<file path="src/logic/twsio_pkg.sv">
// Constants, types and register map of the three-wire serial block
package twsio_pkg;

    // ------------------------------------------------------------
    // Register map
    // ------------------------------------------------------------
    localparam logic [11:0] ADDR_MODE   = 12'hFE0;
    localparam logic [11:0] ADDR_BUSCTL = 12'hFE2;
    localparam logic [11:0] ADDR_SHIFT  = 12'hFE4;
    localparam logic [11:0] ADDR_SVA    = 12'hFE6;
    localparam logic [11:0] ADDR_STAT   = 12'hFE8;
    localparam logic [7:0]  MODE_RST    = 8'h00;
    localparam logic [7:0]  BUSCTL_RST  = 8'h00;
    localparam logic [7:0]  MODE_BITOP  = 8'hE0;
    localparam logic [7:0]  MODE_STORE  = 8'hBF;
    localparam logic [7:0]  ALL_BITS    = 8'hFF;

    // ------------------------------------------------------------
    // Field positions
    // ------------------------------------------------------------
    localparam int MODE_EN_BIT    = 7;
    localparam int MODE_WUP_BIT   = 5;
    localparam int MODE_ORDER_BIT = 2;
    localparam int BUSCTL_BUS_RELEASE_TRIGGER    = 0;
    localparam int BUSCTL_COMMAND_TRIGGER    = 1;

    localparam logic [1:0] CLK_EXT   = 2'h0;
    localparam logic [1:0] CLK_TMR   = 2'h1;
    localparam logic [1:0] CLK_DIV16 = 2'h2;
    localparam logic [1:0] CLK_DIV8  = 2'h3;
    localparam logic [3:0] HALF_DIV16 = 4'h8;
    localparam logic [3:0] HALF_DIV8  = 4'h4;
    localparam logic [2:0] LAST_BIT   = 3'h7;

    localparam logic [1:0] BOP_BYTE = 2'h0;
    localparam logic [1:0] BOP_SET  = 2'h1;
    localparam logic [1:0] BOP_CLR  = 2'h2;

    // ------------------------------------------------------------
    // Types
    // ------------------------------------------------------------
    typedef enum logic [1:0] {
        ST_IDLE   = 2'b00,
        ST_RUN    = 2'b01,
        ST_MASKED = 2'b10
    } twsio_st_t;

    typedef struct packed {
        logic [11:0] addr;
        logic [7:0]  wdata;
        logic        wr;
        logic        rd;
        logic [1:0]  bop;
        logic [2:0]  bsel;
    } twsio_req_t;

    typedef struct packed {
        logic sck_o;
        logic sck_oe_b;
        logic so_o;
        logic so_oe_b;
    } twsio_pins_t;

    typedef struct packed {
        logic [7:0] mode;
        logic [7:0] busctl;
        logic [7:0] sr;
        logic [7:0] slave_address_register;
        logic       irq;
        logic       so_latch;
        twsio_st_t  st;
        logic [2:0] bit_cnt;
        logic [3:0] div_cnt;
        logic       gen_sck;
        logic       clk_prev;
        logic [7:0] rdata;
    } twsio_state_t;

endpackage

</file>
<file path="src/logic/twsio_core.sv">
// Three-wire synchronous serial interface with register port
//
// The strobed register port was left to the implementer.
`timescale 1ns/100ps
`default_nettype none

module twsio_core (
    // Clock and reset
    input  wire logic               clk_sys,
    input  wire logic               rst_b,
    // Register port
    input  wire twsio_pkg::twsio_req_t bus_req,
    output logic [7:0]              rd_data,
    // Link pins
    input  wire logic               serial_clock_pin_i,
    input  wire logic               serial_in_pin,
    output twsio_pkg::twsio_pins_t  pins,
    // Port and timer side
    input  wire logic               clock_port_latch,
    input  wire logic               timer_event_output,
    output logic                    serial_irq_flag,
    output logic                    address_match_flag
);

    // ------------------------------------------------------------
    // Helpers
    // ------------------------------------------------------------
    function automatic logic [7:0] rev8(input logic [7:0] v);
        logic [7:0] r;
        r = 8'h00;
        for (int i = 0; i < 8; i++) begin
            r[i] = v[7 - i];
        end
        return r;
    endfunction

    // Byte write of all eight bits, or single-bit set/clear limited to the bits in allow
    function automatic logic [7:0] apply_wr(input logic [7:0] old, input twsio_pkg::twsio_req_t rq,
                                            input logic [7:0] allow);
        logic [7:0] m;
        m = allow & (8'h01 << rq.bsel);
        case (rq.bop)
            twsio_pkg::BOP_BYTE: apply_wr = rq.wdata;
            twsio_pkg::BOP_SET:  apply_wr = old | m;
            twsio_pkg::BOP_CLR:  apply_wr = old & ~m;
            default:             apply_wr = old;
        endcase
    endfunction

    twsio_pkg::twsio_state_t s_q;
    twsio_pkg::twsio_state_t s_d;

    logic       en;
    logic [1:0] clksel;
    logic       lsb_first;
    logic       cur_clk;
    logic       fall;
    logic       rise;
    logic       running;
    logic       done;
    logic       match_now;
    logic       wr_shift;
    logic [3:0] half;

    // ------------------------------------------------------------
    // Decode
    // ------------------------------------------------------------
    assign en        = s_q.mode[twsio_pkg::MODE_EN_BIT];
    assign clksel    = s_q.mode[1:0];
    assign lsb_first = s_q.mode[twsio_pkg::MODE_ORDER_BIT];
    assign running   = (s_q.st == twsio_pkg::ST_RUN);
    assign half      = (clksel == twsio_pkg::CLK_DIV16) ? twsio_pkg::HALF_DIV16 : twsio_pkg::HALF_DIV8;
    assign match_now = (s_q.slave_address_register == s_q.sr);
    assign wr_shift  = bus_req.wr && (bus_req.addr == twsio_pkg::ADDR_SHIFT)
                       && (bus_req.bop == twsio_pkg::BOP_BYTE);

    always_comb begin
        case (clksel)
            twsio_pkg::CLK_EXT: cur_clk = serial_clock_pin_i;
            twsio_pkg::CLK_TMR: cur_clk = timer_event_output;
            default:            cur_clk = s_q.gen_sck;
        endcase
    end

    assign fall = running && s_q.clk_prev && !cur_clk;
    assign rise = running && !s_q.clk_prev && cur_clk;
    assign done = rise && (s_q.bit_cnt == twsio_pkg::LAST_BIT);

    // ------------------------------------------------------------
    // Next state
    // ------------------------------------------------------------
    always_comb begin
        s_d          = s_q;
        s_d.rdata    = 8'h00;
        s_d.clk_prev = cur_clk;

        // Internal divider only runs inside a transfer, so the clock stops when masked
        if (running && clksel[1]) begin
            if (s_q.div_cnt <= 4'h1) begin
                s_d.gen_sck = ~s_q.gen_sck;
                s_d.div_cnt = half;
            end else begin
                s_d.div_cnt = s_q.div_cnt - 4'h1;
            end
        end

        if (fall) begin
            s_d.so_latch = s_q.sr[7];
        end
        if (rise) begin
            s_d.sr      = {s_q.sr[6:0], serial_in_pin};
            s_d.bit_cnt = s_q.bit_cnt + 3'h1;
        end
        if (done) begin
            s_d.st      = twsio_pkg::ST_MASKED;
            s_d.gen_sck = 1'b1;
            s_d.bit_cnt = 3'h0;
        end

        // Triggers act one cycle after the write and clear themselves
        if (s_q.busctl[twsio_pkg::BUSCTL_BUS_RELEASE_TRIGGER]) begin
            s_d.so_latch = 1'b1;
            s_d.busctl[twsio_pkg::BUSCTL_BUS_RELEASE_TRIGGER] = 1'b0;
        end
        if (s_q.busctl[twsio_pkg::BUSCTL_COMMAND_TRIGGER]) begin
            s_d.so_latch = 1'b0;
            s_d.busctl[twsio_pkg::BUSCTL_COMMAND_TRIGGER] = 1'b0;
        end

        // Disabled: counter cleared, no shifting, irq flag held
        if (!en) begin
            s_d.st      = twsio_pkg::ST_IDLE;
            s_d.bit_cnt = 3'h0;
            s_d.gen_sck = 1'b1;
            s_d.div_cnt = 4'h0;
        end

        // Register writes
        if (bus_req.wr) begin
            case (bus_req.addr)
                twsio_pkg::ADDR_MODE: begin
                    // Match bit is never stored
                    s_d.mode = apply_wr(s_q.mode, bus_req, twsio_pkg::MODE_BITOP)
                               & twsio_pkg::MODE_STORE;
                end
                twsio_pkg::ADDR_BUSCTL: begin
                    s_d.busctl = apply_wr(s_q.busctl, bus_req, twsio_pkg::ALL_BITS);
                end
                twsio_pkg::ADDR_SHIFT: begin
                    if (wr_shift) begin
                        // Bit order is set by mirroring the data, the shift path never changes
                        s_d.sr = lsb_first ? rev8(bus_req.wdata) : bus_req.wdata;
                        // Enable must already be set; a late enable never starts
                        if (en && (!running || cur_clk)) begin
                            s_d.st      = twsio_pkg::ST_RUN;
                            s_d.bit_cnt = 3'h0;
                            s_d.gen_sck = 1'b1;
                            s_d.div_cnt = half;
                        end
                    end
                end
                twsio_pkg::ADDR_SVA: begin
                    if (bus_req.bop == twsio_pkg::BOP_BYTE) begin
                        s_d.slave_address_register = bus_req.wdata;
                    end
                end
                twsio_pkg::ADDR_STAT: begin
                    s_d.irq = apply_wr({7'h00, s_q.irq}, bus_req, 8'h01) != 8'h00;
                end
                default: begin
                end
            endcase
        end

        // Completion beats a same-cycle software clear
        if (done && en && (!s_q.mode[twsio_pkg::MODE_WUP_BIT]
                           || (s_q.slave_address_register == {s_q.sr[6:0], serial_in_pin}))) begin
            s_d.irq = 1'b1;
        end

        // Register reads, data valid in the next cycle
        if (bus_req.rd) begin
            case (bus_req.addr)
                twsio_pkg::ADDR_MODE:   s_d.rdata = {s_q.mode[7], match_now, s_q.mode[5:0]};
                twsio_pkg::ADDR_BUSCTL: s_d.rdata = s_q.busctl;
                twsio_pkg::ADDR_SHIFT:  s_d.rdata = lsb_first ? rev8(s_q.sr) : s_q.sr;
                twsio_pkg::ADDR_STAT:   s_d.rdata = {7'h00, s_q.irq};
                default:                s_d.rdata = 8'h00;
            endcase
        end
    end

    always_ff @(posedge clk_sys or negedge rst_b) begin
        if (!rst_b) begin
            s_q          <= '0;
            s_q.mode     <= twsio_pkg::MODE_RST;
            s_q.busctl   <= twsio_pkg::BUSCTL_RST;
            s_q.st       <= twsio_pkg::ST_IDLE;
            s_q.gen_sck  <= 1'b1;
            s_q.clk_prev <= 1'b1;
        end else begin
            s_q <= s_d;
        end
    end

    // ------------------------------------------------------------
    // Outputs
    // ------------------------------------------------------------
    assign rd_data            = s_q.rdata;
    assign serial_irq_flag    = s_q.irq;
    assign address_match_flag = match_now;
    // Three lines only: clock, out, in
    assign pins.sck_oe_b = (clksel == twsio_pkg::CLK_EXT);
    assign pins.sck_o    = running ? cur_clk : clock_port_latch;
    assign pins.so_o     = s_q.so_latch;
    assign pins.so_oe_b  = !en;
endmodule

`default_nettype wire

</file>
<file path="config.mk">
export PLATFORM = sky130hd
export DESIGN_NAME = twsio_core
export DESIGN_NICKNAME = d
export VERILOG_FILES = /design/src/logic/twsio_pkg.sv /design/src/logic/twsio_core.sv
export SDC_FILE = /design/constraint.sdc
export NUM_CORES = 1
export LEC_CHECK = 0
export BUFFER_PORTS_ARGS = -buffer_cell sky130_fd_sc_hd__buf_4
export CAP_MARGIN = 20
export CORE_MARGIN = 2
export CORE_UTILIZATION = 60
export CTS_CLUSTER_DIAMETER = 40
export DETAILED_ROUTE_END_ITERATION = 8
export PLACE_DENSITY_LB_ADDON = 0.15
export SYNTH_ARGS = -nofsm -noshare
export SYNTH_HDL_FRONTEND = slang
export SYNTH_SLANG_ARGS = --single-unit
</file>
<file path="constraint.sdc">
create_clock -name clk_sys -period 3.09 [get_ports clk_sys]
set_input_delay 0.1545 -clock clk_sys [delete_from_list [all_inputs] [get_ports clk_sys]]
set_output_delay 0.1545 -clock clk_sys [all_outputs]
set_load 0.03 [all_outputs]
</file>
* After elaboration in Yosys (flattened, before gate mapping)
Cells that the tools add are included.
** Cells by class
- $lt $le $gt $ge :: 1
- Bitwise operators :: 10
- Reduce and logical (&&, ||, !) cells :: 29
- Shifts and indexed selects :: 1
- Muxes and demuxes :: 35
- Equality and inequality tests :: 14
- Add/sub/neg operators :: 2
** Operator list (count)
- 8-bit two-way mux :: 10
- 8-bit one-hot mux with 3 select lines :: 3
- 12-bit == test (second input constant) :: 5
- 10-bit two-way mux :: 5
- 8-bit one-hot mux with 4 select lines :: 1
- 19-bit two-way mux :: 1
- 8-bit AND :: 2
- 8-bit == test :: 2
- 8-bit inverter :: 2
- 8-bit bitwise OR :: 2
- 1-bit logical AND :: 11
- 5-bit two-way mux :: 2
- 3-bit AND reduction :: 3
- 1-bit by 8-bit AND with 8-bit output :: 1
- 1-bit two-way mux :: 8
- 4-bit two-way mux :: 2
- 1-bit inverter with 8-bit output :: 1
- 8-bit nonzero test :: 1
- 1-bit by 3-bit left shift with 8-bit output (first input constant) :: 1
- 2-bit by 1-bit == test with 1-bit output (second input constant) :: 3
- 3-bit nonzero test :: 2
- 1-bit logical NOT :: 5
- 5-bit by 3-bit inequality test with 1-bit output (second input constant) :: 1
- 2-bit == test (second input constant) :: 2
- 13 further kinds :: 16
** Word-level totals
- Output and inout port bits :: 14
- Input port bits :: 33
- Register bits after elaboration :: 52

* Depth between registers and ports, before layout
- Word-level depth :: 10
- Gate-level depth with buffers :: 9

* Worst setup path before layout
No wires, ideal clock.
- Path type :: input -> register
- Start point :: in bus_req[3] (netlist bit)
- End point :: reg s_q[13] (netlist bit)
- Cell stages on the path :: 9
- Setup time :: 0.076 ns
- Arrival time :: 1.840 ns
- Slack :: 1.174 ns
- Buffers on the path :: 2
- Path through :: inv_1 -> ha_1 -> clkbuf_1 -> nand3b_1 -> or4_4 -> buf_6 -> a21o_4 -> or2_1 -> a21oi_2
** RTL lines
- start: declaration :: line twsio_core.sv:12 : input wire twsio_pkg::twsio_req_t bus_req,
- end: declaration :: line twsio_core.sv:50 : twsio_pkg::twsio_state_t s_q;

==> results.md <==
* Count of different cell masters after synthesis at 54
* Critical path startpoint category: flip-flop
* Port Buf Inserts at 46
* First-pass GRT wire length at around 13 mm
* CP startpoint: clksel[0]
* Via/cell ratio at 6.27
* Number of global-route vias before repair at 2,592
* Period utilization at 75.0%
* Switching Fraction at 26.1%
* Post-CTS setup buffers at 0
* Nets at 425
* Antenna diode count at 0
* Synth async-reset ratio at between 90% and 100%
* Sequential share of the synthesized area at 39.9%
* Top FF cell, synth: dfrtp_1
* Worst slew margin at 38.6%
* Synth top cells by count: dfrtp_1, nand2_1, a21oi_1, nor2_1, mux2_2
* CTS Sinks at 52
* WL final at 7.92 mm
* Comb power frac at 11.4%
* Reg2reg path depth at 5
* Fin. Hold Viols at 0
* Synth area leaders: dfrtp_1, mux2_2, a21oi_1
* Clk buf depth at 2
* Worst r2r src: clksel[0]
* Worst slew pin tran at 919 ps
* Final setup viols at 0
* Largest net degree at the start of global routing at 53
* P_leak at 1.53 nW
* Ports at 47
* GP Congestion at 0.935
* R2r setup slk at 1090 ps
* Gate Count Post-Synth at about 350
* Critical path, cell by cell: mux2_2 -> o21ai_0 -> inv_1 -> mux2_2 -> buf_4
* Share of cells above drive strength 1 at 22.6%
* Most frequent cell after synthesis: dfrtp_1
* Crit path to: pins[3]
* First drt pass iteration count at 5
* CP Data Required Time at between 2000 and 3000 ps
* Part of the power in the clock network at about 33%
* Post-synth EDFFs at 0
* Slowest stage cell, crit path: dfrtp_1
* Area leader, netlist: dfrtp_1
* Initial antenna violation count at 0
* Starting Density at 63.2%
* Global route overflow at 0
* Post-Syn Area at between 3000 and 4000 sq um
* Total Power at about 0.0012 W
* Crit path kind: reg -> out
* CP Data Arrival Time at 2160 ps
* VDD IR max at around 0.00022 V
* NetSw at 0.000321 W
* Reg power frac at between 50% and 60%
* Via count at 2,855
* CTS resizes at 0
* Root buf cell: clkbuf_8
* Initial DRC count at 263
* Area growth syn-to-layout at 12.8%
* Crit Path Max Fanout at 7
* HP Class: in -> reg
* Placeable Area at 5170 sq um
* Cell mode on critical path: mux2_2
* Die width at 77.8 microns
* Power Dens Cells at around 330 nW/um^2
* TritonCTS clock tree: yes
* TritonCTS Buffers at 5
* MaxCap Viol Count at 0
* Worst path max stage delay at between 500 and 600 ps
* RSZ-0062 raised after global routing: no
* DRC viols at 0
* Mapped Avg Cell Area at 9.25 sq um
* Post-route ant nets at 0
* Total Routing Usage GR at 26.9%
* Die height at around 78 microns
* Row count at 26
* P_int at 0.000908 W
* Final Slew Violations at 0
* CTS clk-pin slew, worst paths at around 100 ps
* Die area at 6050 sq um
* Fin crit period at 2320 ps
* Synth warn at 0
* Reg-to-reg endpoint: s_q[29]
* Clk Latency, worst-skew pair at 320 ps
* Syn Nets at between 300 and 400
* Register bit count reported by yosys at 52
* Peak Freq at 0.431 GHz
* Dpl hpwl at 5.73 mm
* H-tree Lvls at 2
* DR WL/cell at between 15 and 20 microns
* Fillers at 406
* Hold Buf Count CTS at 1
* Crit. End Element: primary output
* Setup TNS Final at 0 ps
* Worst Skew at approximately 9.2 ps
* Post-synth top area share at between 30% and 40%
* Outcome: finished, final reports clean
registers in the layout, indices dropped and copies added, names as in the netlist:
name,cells
clksel,2
pins,1
lsb_first,1
en,1
rd_data,8
s_q,38
serial_irq_flag,1
layer usage:
metal / share of wire (%) / vias up / wire [microns] / GRT usage, %
met3: 8.8 / 20 / 695 / 5.47
li1: - / 1326 / - / -
met2: 45 / 144 / 3590 / 40.4
met1: 43 / 1365 / 3440 / 38.6
met4: 2.4 / 0 / 187 / 9.82
met5: 0 / - / 0 / 0
logic make-up (layout without fill, tap and decap cells):
kind of cell | Yosys count | count (layout) | synth area share, %
compound gates | 82 | 82 | 16.4
mux | 29 | 29 | 9.54
xor+xnor | 17 | 17 | 4.56
simple gates | 122 | 122 | 19.9
fa+ha+maj | 9 | 9 | 3.37
flops | 52 | 52 | 39.9
buf+inv | 42 | 74 | 6.36
worst min path at each step:
stage	from	endpoint	slack, ps	depth (start not counted)
6_report	bus_req[6]	s_q[38]	130	3
2_1_floorplan	rst_b	clksel[0]	-140	0
3_5_place_dp	rst_b	s_q[31]	220	1
4_1_cts	bus_req[6]	s_q[38]	130	3
5_1_grt	bus_req[13]	s_q[27]	130	2
3_3_place_gp	rst_b	s_q[21]	230	1
critical path: cells and delay by family (launching register included):
kind	cells	cell delay (ps)
mux	2	660
flops	1	510
compound gates	1	390
buf+inv	2	290
through the flow:
step | utilization (%) | instances | worst slack [ps] | cell area [sq um] | hold slack [ps]
floorplan | - | 353 | 1170 | 3270 | -141
global placement | 69.2 | 446 | 967 | 3580 | 227
detailed placement | 69.2 | 446 | 894 | 3580 | 224
CTS | 71.2 | 455 | 766 | 3680 | 129
global route | 71.2 | 455 | 633 | 3680 | 131
finish | 71.2 | 455 | 772 | 3680 | 128
placed cells by master (no fill, tap or decap), drive strengths merged, types with 2 or more instances in the layout:
master	n
dfrtp	50
buf	50
nand2	35
a21oi	30
nor2	23
mux2	17
xnor2	16
inv	16
o21ai	13
nand3	12
mux2i	12
o221ai	9
ha	8
nor3	8
o22ai	7
nand2b	6
nand4	6
nand3b	6
nor3b	6
a22oi	5
clkbuf	5
nor4	4
a31oi	4
nor2b	3
o41ai	3
nor4b	3
nand4b	2
o21ba	2
clkinv	2
dfstp	2
or4	2
or2	2
power groups by stage:
| stage | registers (W) | clock network (W) | logic [W] |
|---|---|---|---|
| after detailed placement | 0.000697 | 0 | 0.000138 |
| after global routing | 0.000684 | 0.000441 | 0.000153 |
| after CTS | 0.000683 | 0.000413 | 0.000140 |
| after floorplan | 0.000697 | 0 | 0.0000636 |
| final | 0.000683 | 0.000405 | 0.000140 |
| after global placement | 0.000697 | 0 | 0.000136 |
layout make-up:
type                            count  area, sq um  area share [%]
Clock buffer                        5         68.8            1.87
Clock inverter                      3         26.3           0.713
Inverter                           15         56.3            1.53
Multi-Input combinational cell    259         1760            47.7
Sequential cell                    52         1300            35.4
Tap cell                           70         87.6            2.38
Timing Repair Buffer               51          385            10.5
Power figures use the tool's default switching activity.
